`config.mk`:
```
export PLATFORM = sky130hd
export DESIGN_NAME = priority_interrupt_unit
export DESIGN_NICKNAME = d
export VERILOG_FILES = /design/src/hw/priority_interrupt_unit.v
export VERILOG_INCLUDE_DIRS = /design/src /design/src/hw
export SDC_FILE = /design/constraint.sdc
export NUM_CORES = 1
export LEC_CHECK = 0
export BUFFER_PORTS_ARGS = -buffer_cell sky130_fd_sc_hd__buf_2
export CAP_MARGIN = 0
export CORE_AREA = 2 2 255 257
export CTS_CLUSTER_SIZE = 16
export DETAILED_ROUTE_END_ITERATION = 12
export DIE_AREA = 0 0 257 259
export PLACE_DENSITY = 0.67
export SETUP_SLACK_MARGIN = 0.02
export SYNTH_ARGS = -nofsm -noshare
export SYNTH_HDL_FRONTEND = slang
export SYNTH_SLANG_ARGS = --single-unit
```
`constraint.sdc`:
```
create_clock -name mclk -period 294.7 [get_ports mclk]
set_input_delay 58.94 -clock mclk [delete_from_list [all_inputs] [get_ports mclk]]
set_output_delay 58.94 -clock mclk [all_outputs]
set_load 0.05 [all_outputs]
```
`src/hw/prio_priority_interrupt_unit_regs.vh`:
```
`ifndef PRIO_PRIORITY_INTERRUPT_UNIT_REGS_VH
`define PRIO_PRIORITY_INTERRUPT_UNIT_REGS_VH

// Register addresses, used as printed on the register port
`define PRIO_REG_A_ADDR        32'hffff8348
`define PRIO_REG_B_ADDR        32'hffff834a
`define PRIO_REG_C_ADDR        32'hffff834c
`define PRIO_REG_D_ADDR        32'hffff834e
`define PRIO_REG_E_ADDR        32'hffff8350
`define PRIO_REG_F_ADDR        32'hffff8352
`define PRIO_REG_G_ADDR        32'hffff8354
`define PRIO_REG_H_ADDR        32'hffff8356
`define INT_CONTROL_ADDR       32'hffff8358
`define PIN_STATUS_ADDR        32'hffff835a

// Register indices inside the block
`define IDX_PRIO_A             4'h0
`define IDX_CONTROL            4'h8
`define IDX_STATUS             4'h9
`define IDX_NONE               4'hf

// Reset values
`define PRIO_RESET             16'h0000
`define STATUS_RESET           16'h0000
`define CONTROL_RESET_NMI_HI   16'h8000
`define CONTROL_RESET_NMI_LO   16'h0000

// Control register fields
`define CTRL_NMI_LEVEL_BIT     15
`define CTRL_NMI_EDGE_BIT      8
`define CTRL_SENSE_MSB         7

// Priority levels
`define LEVEL_NMI              5'h10
`define LEVEL_BREAK            5'h0f
`define MASK_NMI               4'hf
`define MASK_BREAK             4'hf

// Vector numbers
`define VEC_NMI                8'h0b
`define VEC_BREAK              8'h0c
`define VEC_PIN_BASE           8'h40
`define VEC_PERIPH_BASE        8'h48
`define VEC_PERIPH_STRIDE      8'h04

// Source codes of the presented request
`define SRC_NMI                7'h00
`define SRC_BREAK              7'h01
`define SRC_PIN_BASE           7'h02
`define SRC_PERIPH_BASE        7'h0a

`endif

```
`src/hw/priority_interrupt_unit.v`:
```
`timescale 1ns/1ns
`include "prio_priority_interrupt_unit_regs.vh"

// Contract
// - Levels 0 to 16; level 0 masks
// - Nonmaskable level 16, always accepted
// - Nonmaskable edge, polarity set by control bit
// - Nonmaskable acceptance sets mask to 15
// - Break edge, level 15, pending, mask 15
// - Per-pin low-level or falling-edge select
// - Pin priorities in first two registers
// - Level mode follows pin; flag shows it
// - Edge mode latches until accepted
// - Edge status flags cleared by zero writes or by acceptance
// - Pin acceptance loads mask with pin priority
// - Peripheral groups in registers C to H
// - Peripheral acceptance loads mask with priority
// - Distinct vector number per source
// - Fixed order inside a shared field
// - Reset puts all priorities at zero
// - Equal priorities resolved by default order
// - Control reset value follows nonmaskable pin
module priority_interrupt_unit #(
   parameter GROUPS = 24,
   parameter SUBS   = 4
) (
   input  wire                   mclk,
   input  wire                   arst_n,
   input  wire [31:0]            reg_addr,
   input  wire [15:0]            reg_wdata,
   input  wire                   reg_wr,
   input  wire                   reg_rd,
   output reg  [15:0]            reg_rdata,
   input  wire                   nmi_pin,
   input  wire [7:0]             external_request_pins_n,
   input  wire                   break_request,
   input  wire [GROUPS*SUBS-1:0] periph_req,
   input  wire [3:0]             cpu_mask_level,
   output reg                    cpu_irq_req,
   output reg  [4:0]             cpu_irq_level,
   output reg  [7:0]             cpu_irq_vector,
   input  wire                   cpu_irq_ack,
   output reg                    cpu_mask_load,
   output reg  [3:0]             cpu_mask_value
);

   reg  [15:0]       prio_q [0:7];
   reg               nmi_edge_sel_q;
   reg  [7:0]        pin_sense_select_q;
   reg  [7:0]        edge_flag_q;
   reg  [1:0]        nmi_sync_q;
   reg               nmi_prev_q;
   reg               nmi_pend_q;
   reg  [7:0]        pin_sync1_q;
   reg  [7:0]        pin_sync2_q;
   reg  [7:0]        pin_prev_q;
   reg               brk_prev_q;
   reg               brk_pend_q;
   reg  [6:0]        src_q;
   reg               ctrl_init_q;

   wire [3:0]        idx_w;
   wire [127:0]      prio_flat;
   wire [7:0]        pin_low;
   wire [7:0]        pin_fall;
   wire [7:0]        pin_request_flag;
   wire              nmi_edge;
   wire              accept;
   wire [15:0]       control_rd;

   // Register address decode, used for both read and write
   function [3:0] reg_index;
      input [31:0] a;
      begin
         case (a)
            `PRIO_REG_A_ADDR: reg_index = 4'h0;
            `PRIO_REG_B_ADDR: reg_index = 4'h1;
            `PRIO_REG_C_ADDR: reg_index = 4'h2;
            `PRIO_REG_D_ADDR: reg_index = 4'h3;
            `PRIO_REG_E_ADDR: reg_index = 4'h4;
            `PRIO_REG_F_ADDR: reg_index = 4'h5;
            `PRIO_REG_G_ADDR: reg_index = 4'h6;
            `PRIO_REG_H_ADDR: reg_index = 4'h7;
            `INT_CONTROL_ADDR: reg_index = `IDX_CONTROL;
            `PIN_STATUS_ADDR: reg_index = `IDX_STATUS;
            default: reg_index = `IDX_NONE;
         endcase
      end
   endfunction

   // Four-bit field n: register n/4, first field in bits 15-12
   function [3:0] field_of;
      input [127:0] flat;
      input [4:0]   n;
      reg   [6:0]   base;
      begin
         base = {n, 2'b00};
         field_of = flat[7'd127 - base -: 4];
      end
   endfunction

   assign idx_w = reg_index(reg_addr);

   genvar gi;
   generate
      for (gi = 0; gi < 8; gi = gi + 1) begin : g_flat
         assign prio_flat[127-16*gi -: 16] = prio_q[gi];
      end
   endgenerate

   assign pin_low  = ~pin_sync2_q;
   assign pin_fall = pin_prev_q & ~pin_sync2_q;

   assign pin_request_flag = (pin_sense_select_q & edge_flag_q) |
                             (~pin_sense_select_q & pin_low);

   assign nmi_edge = nmi_edge_sel_q ? (~nmi_prev_q & nmi_sync_q[1])
                                    : (nmi_prev_q & ~nmi_sync_q[1]);

   assign accept = cpu_irq_ack & cpu_irq_req;

   // level bit reads the nonmaskable pin after its two-stage synchroniser
   assign control_rd = {nmi_sync_q[1], 6'h00, nmi_edge_sel_q,
                        pin_sense_select_q};

   // Pin synchronisers; second stage feeds everything except the break edge, which uses break_request raw
   always @(posedge mclk or negedge arst_n) begin
      if (!arst_n) begin
         nmi_sync_q  <= 2'b00;
         nmi_prev_q  <= 1'b0;
         pin_sync1_q <= 8'hff;
         pin_sync2_q <= 8'hff;
         pin_prev_q  <= 8'hff;
         brk_prev_q  <= 1'b0;
      end else begin
         nmi_sync_q  <= {nmi_sync_q[0], nmi_pin};
         nmi_prev_q  <= nmi_sync_q[1];
         pin_sync1_q <= external_request_pins_n;
         pin_sync2_q <= pin_sync1_q;
         pin_prev_q  <= pin_sync2_q;
         brk_prev_q  <= break_request;
      end
   end

   // Register writes
   integer k;
   always @(posedge mclk or negedge arst_n) begin
      if (!arst_n) begin
         for (k = 0; k < 8; k = k + 1) begin
            prio_q[k] <= `PRIO_RESET;
         end
         nmi_edge_sel_q     <= 1'b0;
         pin_sense_select_q <= 8'h00;
         ctrl_init_q        <= 1'b0;
      end else begin
         if (reg_wr && idx_w < 4'h8) begin
            prio_q[idx_w[2:0]] <= reg_wdata;
         end
         if (reg_wr && idx_w == `IDX_CONTROL) begin
            nmi_edge_sel_q     <= reg_wdata[`CTRL_NMI_EDGE_BIT];
            pin_sense_select_q <= reg_wdata[`CTRL_SENSE_MSB:0];
         end
         ctrl_init_q <= 1'b1;
      end
   end

   integer fk;
   // Edge-mode flags and pending events; a set beats a clear
   always @(posedge mclk or negedge arst_n) begin
      if (!arst_n) begin
         edge_flag_q <= 8'h00;
         nmi_pend_q  <= 1'b0;
         brk_pend_q  <= 1'b0;
      end else begin
         for (fk = 0; fk < 8; fk = fk + 1) begin
            if (reg_wr && idx_w == `IDX_STATUS && !reg_wdata[fk]) begin
               edge_flag_q[fk] <= 1'b0;
            end
            if (accept && src_q == `SRC_PIN_BASE + fk[6:0]) begin
               edge_flag_q[fk] <= 1'b0;
            end
            if (pin_sense_select_q[fk] && pin_fall[fk]) begin
               edge_flag_q[fk] <= 1'b1;
            end
         end
         if (accept && src_q == `SRC_NMI) begin
            nmi_pend_q <= 1'b0;
         end
         if (ctrl_init_q && nmi_edge) begin
            nmi_pend_q <= 1'b1;
         end
         if (accept && src_q == `SRC_BREAK) begin
            brk_pend_q <= 1'b0;
         end
         if (break_request && !brk_prev_q) begin
            brk_pend_q <= 1'b1;
         end
      end
   end

   // Arbitration over all sources in default order
   reg        best_v;
   reg [4:0]  best_l;
   reg [7:0]  best_vec;
   reg [6:0]  best_s;
   reg [4:0]  lvl;
   integer    pk;
   integer    g;
   integer    s;
   always @* begin
      best_v   = 1'b0;
      best_l   = 5'h00;
      best_vec = 8'h00;
      best_s   = 7'h00;
      lvl      = 5'h00;
      if (nmi_pend_q) begin
         best_v   = 1'b1;
         best_l   = `LEVEL_NMI;
         best_vec = `VEC_NMI;
         best_s   = `SRC_NMI;
      end
      if (brk_pend_q && `LEVEL_BREAK > {1'b0, cpu_mask_level} &&
          (!best_v || `LEVEL_BREAK > best_l)) begin
         best_v   = 1'b1;
         best_l   = `LEVEL_BREAK;
         best_vec = `VEC_BREAK;
         best_s   = `SRC_BREAK;
      end
      for (pk = 0; pk < 8; pk = pk + 1) begin
         lvl = {1'b0, field_of(prio_flat, pk[4:0])};
         if (pin_request_flag[pk] && lvl > {1'b0, cpu_mask_level} &&
             (!best_v || lvl > best_l)) begin
            best_v   = 1'b1;
            best_l   = lvl;
            best_vec = `VEC_PIN_BASE + pk[7:0];
            best_s   = `SRC_PIN_BASE + pk[6:0];
         end
      end
      for (g = 0; g < GROUPS; g = g + 1) begin
         lvl = {1'b0, field_of(prio_flat, g[4:0] + 5'd8)};
         // lower sub index wins inside group
         for (s = 0; s < SUBS; s = s + 1) begin
            if (periph_req[g*SUBS+s] && lvl > {1'b0, cpu_mask_level} &&
                (!best_v || lvl > best_l)) begin
               best_v   = 1'b1;
               best_l   = lvl;
               best_vec = `VEC_PERIPH_BASE +
                          `VEC_PERIPH_STRIDE * g[7:0] + s[7:0];
               best_s   = `SRC_PERIPH_BASE + g[6:0] * SUBS[6:0] + s[6:0];
            end
         end
      end
   end

   // Presented request and mask update
   always @(posedge mclk or negedge arst_n) begin
      if (!arst_n) begin
         cpu_irq_req    <= 1'b0;
         cpu_irq_level  <= 5'h00;
         cpu_irq_vector <= 8'h00;
         src_q          <= 7'h00;
         cpu_mask_load  <= 1'b0;
         cpu_mask_value <= 4'h0;
      end else begin
         // Drop for a cycle after acceptance so a stale source is not
         // presented twice while its pending bit clears
         cpu_irq_req    <= best_v & ~accept;
         cpu_irq_level  <= best_l;
         cpu_irq_vector <= best_vec;
         src_q          <= best_s;
         cpu_mask_load  <= accept;
         if (accept) begin
            if (src_q == `SRC_NMI) begin
               cpu_mask_value <= `MASK_NMI;
            end else if (src_q == `SRC_BREAK) begin
               cpu_mask_value <= `MASK_BREAK;
            end else begin
               cpu_mask_value <= cpu_irq_level[3:0];
            end
         end
      end
   end

   // Read data, one cycle after the strobe
   always @(posedge mclk or negedge arst_n) begin
      if (!arst_n) begin
         reg_rdata <= 16'h0000;
      end else if (reg_rd) begin
         case (idx_w)
            `IDX_CONTROL: reg_rdata <= control_rd;
            `IDX_STATUS:  reg_rdata <= {8'h00, pin_request_flag};
            `IDX_NONE:    reg_rdata <= 16'h0000;
            default:      reg_rdata <= prio_q[idx_w[2:0]];
         endcase
      end else begin
         reg_rdata <= 16'h0000;
      end
   end

endmodule

```
==> out/results.txt, run 1 <==
Status = finished, final reports clean
RSZ-0062 raised after global routing = no
CTS tree = yes
FF-to-FF Start = field_of.flat[125]
Rel. slew slack = 0.183
# rows = 93
# H-tree levels = 1
CP Data Required Time = 295.14 ns
Worst Hold End = pin_sync2_q[1]
CTS sink cnt = 218
Vias per cell = 6.54
Synth warnings = 0
Antenna Nets Post-Route = 0
Fin nets = 4789
Sequential fraction of the synthesis area = 0.173
Vias in the first global route = 30351
Post-CTS setup buffer count = 0
Design Area, Final = 34400 um^2
Cts hold-fix bufs = 0
Die Y = 259 um
Die area = 66600 um^2
Most frequent cells in the layout = ha_1 (544), nand2_1 (371), o21ai_0 (305)
CTS Buf Count = 26
Largest area contributor in the netlist = ha_1
Setup slack, reg-to-reg = 97.52 ns
P&R area growth vs syn = 8.74%
Most common cell after layout, fill and taps aside = ha_1
GR Overflow Total = 0
Initial Utilization = 0.496
I/O Buffers = 197
Clock skew = 0.0102 ns
Setup TNS = 0 ns
Drt initial violations = 3263
Top cell type's share of synthesized area = 0.215
Seq. cell area = 5490 um^2
Number of flops mapped to enable cells by yosys = 0
Post-Syn Nets = 4649
DR WL/cell = 23.7 um
Worst setup EP type = flop
Global placement routability congestion = 1.04
Main synth FF type = dfrtp_1
Fin crit period = 255.89 ns
Largest net degree at the start of global routing = 99
Post-Route WL = 118000 um
Setup CP Type = input port to flop
Cell mode on critical path = o21ai_0
Fin. Hold Viols = 0
First-pass GRT wire length = 180000 um
Die width = 257 um
Reg2Reg Depth = 954
Worst Min Path Start = pin_sync1_q[1]
CP peak stage delay = 0.91 ns
Synthesis-stage register bit count = 218
Async S/R FF share, synth = 1.00
Final period utilization = 0.868
Mapped Area = 31700 um^2
Final setup fails = 0
Mean post-synth cell area = 8.03 um^2
Multi-input logic area = 24900 um^2
Max-cap violations = 0
Syn Inst Count = 3942
DRT Pass-1 Iters = 6
Actual slew at the worst max-slew pin = 1.22 ns
CORE AREA = 63900 um^2
Critical-path top delay cell = nor3_1
Clk Tree Root Cell = clkbuf_16
Worst setup SP type = input port
Skew-Pair Late Insertion Delay = 0.54 ns
Layout cells sized above 1 = 0.139
Worst Path Arrival = 256.33 ns
Tightest Hold Check Type = flop to flop
Clock-pin slew on the worst setup and hold paths = 0.06 ns
Fmax = 0.00391 GHz
Drc violations = 0
Initial antenna violation count = 2
# fillers = 6072
Clk buf depth = 3
Placed Area = 33600 um^2
Hold Path Depth = 0
FF-to-FF End = cpu_irq_vector[6]
Vias = 32424
Top cells by area, synth = ha_1 (21%), dfrtp_1 (15%), mux2_2 (5.8%)
Crit Path Max Fanout = 24
Post-synth cell types = 104
DP Wirelength = 92400 um
Max-slew violations = 0
CTS resizes = 0
Hold Slack = 0.356 ns
All-Layer GR Usage = 0.342
I/O Pins = 198
[worst max-delay path by stage]
stage | start | to | slack (ns) | cells past startpoint
3_5_place_dp | cpu_mask_level[0] | cpu_irq_vector[6] | 42.10 | 907
6_report | cpu_mask_level[0] | cpu_irq_vector[6] | 38.81 | 884
5_1_grt | cpu_mask_level[0] | cpu_irq_vector[6] | 22.15 | 880
2_1_floorplan | cpu_mask_level[1] | cpu_irq_vector[6] | 73.64 | 1191
3_3_place_gp | cpu_mask_level[0] | cpu_irq_vector[6] | 43.37 | 1188
4_1_cts | cpu_mask_level[0] | cpu_irq_vector[6] | 41.90 | 884
[per-stage QoR]
| stage | instances | util | worst slack (ns) |
|---|---|---|---|
| final | 4958 | 0.539 | 38.81 |
| after floorplan | 3942 | - | 73.64 |
| after global placement | 4908 | 0.526 | 43.37 |
| after CTS | 4956 | 0.539 | 41.90 |
| after detailed placement | 4908 | 0.526 | 42.10 |
| after global routing | 4957 | 0.539 | 22.15 |
[Yosys cell counts, drive strengths merged, types with 48 or more instances]
cell type,number
nand3,51
o21a,122
mux2i,126
o21ai,340
nor2,258
nand2,372
dfrtp,194
nor2b,147
o211ai,66
clkbuf,91
inv,212
nand4,100
a211oi,48
nand2b,97
nor3,59
a21oi,300
mux2,168
ha,544
[cells by family (layout without fill, tap and decap cells)]
| kind of cell | count (synthesis) | in the layout | share of synthesized area |
|---|---|---|---|
| flip-flops | 218 | 218 | 0.173 |
| adder cells (fa/ha/maj) | 544 | 544 | 0.215 |
| XOR/XNOR | 1 | 1 | 0.000277 |
| multiplexers | 294 | 294 | 0.100 |
| other | 1 | 2 | 0.000118 |
| AND/OR/NAND/NOR | 1296 | 1296 | 0.208 |
| buffers and inverters | 340 | 500 | 0.0421 |
| AO/OA/AOI/OAI | 1248 | 1248 | 0.261 |
[metal layers]
metal  global-route usage  share of wire  vias up
met5                    0       0.000060        -
met4                0.156          0.052        2
met3               0.0438          0.084      327
met2                0.553           0.45     1431
met1                0.454           0.42    15468
li1                     -              -    15196
[critical path, delay by kind of cell]
kind	cells	cell delay [ns]
fa+ha+maj	97	27.12
mux	43	12.35
compound gates	411	84.80
simple gates	295	53.20
buf+inv	38	5.11
[registers in the layout, indices dropped and copies added (netlist names), 2 cells and up]
register,flops
field_of.flat,128
reg_rdata,16
cpu_irq_vector,8
edge_flag_q,8
pin_prev_q,8
pin_sense_select_q,8
pin_sync1_q,8
pin_sync2_q,8
src_q,7
cpu_irq_level,5
cpu_mask_value,4
nmi_sync_q,2
[layout make-up]
type                    instances  area share
inverters                     212      0.0231
flip-flops and latches        218       0.159
multi-input cells            3384       0.724
clock inverters                 9     0.00167
well taps                     855      0.0311
clock buffers                  39      0.0230
diodes                          1   0.0000727
repair buffers                240      0.0382
Power of run 1 is not shown: default switching activity piles up to over one toggle a cycle in this logic, so the estimate is an artifact.
==> inputs of run 2 (changes only) <==
--- a/config.mk
+++ b/config.mk
@@ -6,12 +6,13 @@
 export SDC_FILE = /design/constraint.sdc
 export NUM_CORES = 1
 export LEC_CHECK = 0
+export ABC_AREA = 1
 export BUFFER_PORTS_ARGS = -buffer_cell sky130_fd_sc_hd__buf_2
 export CAP_MARGIN = 0
-export CORE_AREA = 2 2 255 257
+export CORE_AREA = 2 2 257 259
 export CTS_CLUSTER_SIZE = 16
 export DETAILED_ROUTE_END_ITERATION = 12
-export DIE_AREA = 0 0 257 259
+export DIE_AREA = 0 0 259 261
 export PLACE_DENSITY = 0.67
 export SETUP_SLACK_MARGIN = 0.02
 export SYNTH_ARGS = -nofsm -noshare
==> out/results.txt, run 2 <==
Worst setup SP type = input port
Max reg flops = 128
Non-Filler Instances = 6251
Fin. Hold Viols = 0
Initial antenna violation count = 4
CORE AREA = 65000 um^2
Final setup fails = 0
FF-to-FF End = cpu_irq_vector[4]
Post-CTS setup buffer count = 0
CP Data Required Time = 295.12 ns
Skew-Pair Late Insertion Delay = 0.60 ns
Mapped Area = 32000 um^2
Vias in the first global route = 31631
Cell mode on critical path = nand2_1
Syn Inst Count = 5177
Top cells by area, synth = ha_1 (21%), nand2_1 (19%), dfrtp_1 (15%)
Global placement routability congestion = 1.03
Drc violations = 0
FF-to-FF Start = nmi_pend_q
Fin crit period = 207.60 ns
Post-place setup slack = 88.42 ns
Design Area, Final = 35000 um^2
Sequential fraction of the synthesis area = 0.171
Layout cells sized above 1 = 0.0730
Largest net degree at the start of global routing = 78
Die width = 259 um
# rows = 94
Post-synth top cells = nand2_1 (1659), inv_1 (771), ha_1 (544)
Setup TNS = 0 ns
Initial Utilization = 0.493
Post-Route WL = 113000 um
Grt met3 use = 0.0528
Clock-pin slew on the worst setup and hold paths = 0.06 ns
# fillers = 6780
Power per cell area = 8.84 nW/um^2
Clock power share = 0.112
I/O Buffers = 197
Cts hold-fix bufs = 0
Post-synth cell types = 55
Fmax = 0.00482 GHz
Placed Area = 34100 um^2
I/O Pins = 198
Bufs and invs on worst path = 151
Max VDD drop = 0.00545 mV
Clk buf depth = 3
Max-cap violations = 0
Critical-path top delay cell = a21oi_1
NetSw = 164 uW
All-Layer GR Usage = 0.329
GR Overflow Total = 0
Largest area contributor in the netlist = ha_1
P&R area growth vs syn = 9.13%
Cell count along the critical path = 857
Sw Ratio = 0.531
Post-Syn Nets = 5884
CP Launch Point = cpu_mask_level[0]
Delay-heaviest family, CP = simple AND/OR/NAND/NOR gates
Antenna Nets Post-Route = 0
Setup CP Type = input port to flop
Status = finished, final reports clean
Worst setup EP type = flop
Tot Pwr = 309 uW
First-pass GRT wire length = 176000 um
Most common cell after layout, fill and taps aside = nand2_1
Global routing's busiest layer = met2
Top cell type's share of synthesized area = 0.212
Leak pwr = 19.8 nW
Reg power frac = 0.109
Comb pwr share = 0.779
Final period utilization = 0.704
Count leader, synth = nand2_1
Vias per cell = 5.64
CTS sink cnt = 218
Async S/R FF share, synth = 1.00
Placed Cells = 6199
DRT Pass-1 Iters = 6
Crit Path Max Fanout = 20
Met1 Use GR = 0.470
Number of flops mapped to enable cells by yosys = 0
Clk Tree Root Cell = clkbuf_16
Reg2Reg Depth = 997
Fin nets = 6071
Vias = 35259
# H-tree levels = 1
Rel. slew slack = 0.280
Most frequent cells in the layout = nand2_1 (1659), inv_1 (768), ha_1 (544)
CTS Buf Count = 27
Die Y = 261 um
Drt initial violations = 3267
Hold Slack = 0.346 ns
DR WL/cell = 18.1 um
Worst Path Arrival = 208.02 ns
CTS tree = yes
CP peak stage delay = 0.61 ns
Main synth FF type = dfrtp_1
Tightest Hold Check Type = flop to flop
Mean post-synth cell area = 6.19 um^2
Clock skew = 0.0335 ns
RSZ-0062 raised after global routing = no
Setup WS post-layout = 87.10 ns
Met2 Resource Use GR = 0.513
Synth warnings = 0
Die area = 67600 um^2
CP endpoint = cpu_irq_vector[4]
Setup slack, reg-to-reg = 145.63 ns
DP Wirelength = 88100 um
Synthesis-stage register bit count = 218
Internal power = 145 uW
Actual slew at the worst max-slew pin = 1.08 ns
Max-slew violations = 0
CTS resizes = 0
Finished Core Util = 0.538
## run 2: metal layers
layer,vias to the layer above,routed length (um)
li1,17675,-
met1,16038,51500
met2,1355,48100
met3,187,10300
met4,4,3520
met5,-,28
## run 2: cell families (layout without fill, tap and decap cells)
logic type,Yosys count,count (layout),share of synthesized area
AOI/OAI and AO/OA,933,933,0.161
adders and majority gates,544,544,0.212
DFF,218,218,0.171
buffers and inverters,876,1083,0.103
other,1,4,0.000117
and+or+nand+nor,2605,2605,0.352
## run 2: worst reg2reg max path, delay by kind of cell (launching register included)
kind	cells	cell delay, ns
adder cells (fa/ha/maj)	103	28.11
flip-flops	1	0.41
AND/OR/NAND/NOR	500	52.40
AO/OA/AOI/OAI	217	40.54
buffers and inverters	177	27.23
## run 2: final cells by class
class / count / area, um^2 / share of cell area
inverter: 813 / 3050 / 0.0873
sequential: 218 / 5490 / 0.157
tap: 864 / 1080 / 0.0309
antenna: 3 / 7.51 / 0.000215
multi-input combinational: 4083 / 23300 / 0.665
timing repair buffer: 221 / 1180 / 0.0336
clock inverter: 16 / 164 / 0.00469
clock buffer: 33 / 738 / 0.0211
## run 2: how the worst min path moves through the flow
| stage | start | to | slack [ns] | cells past startpoint |
|---|---|---|---|---|
| 2_1_floorplan | nmi_sync_q[0] | nmi_sync_q[1] | 0.33 | 0 |
| 6_report | pin_sync1_q[0] | pin_sync2_q[0] | 0.35 | 0 |
| 4_1_cts | pin_sync1_q[0] | pin_sync2_q[0] | 0.35 | 0 |
| 3_5_place_dp | nmi_sync_q[0] | nmi_sync_q[1] | 0.35 | 0 |
| 5_1_grt | pin_sync1_q[0] | pin_sync2_q[0] | 0.36 | 0 |
| 3_3_place_gp | nmi_sync_q[0] | nmi_sync_q[1] | 0.34 | 0 |
## run 2: power by group through the flow
stage	logic [mW]	registers [mW]	clock network, mW
after floorplan	0.181	0.0372	0
after global placement	0.233	0.0341	0
after detailed placement	0.238	0.0340	0
after CTS	0.239	0.0335	0.0348
after global routing	0.282	0.0338	0.0361
final	0.241	0.0336	0.0347
No activity file was read; power rests on OpenSTA's default activity.
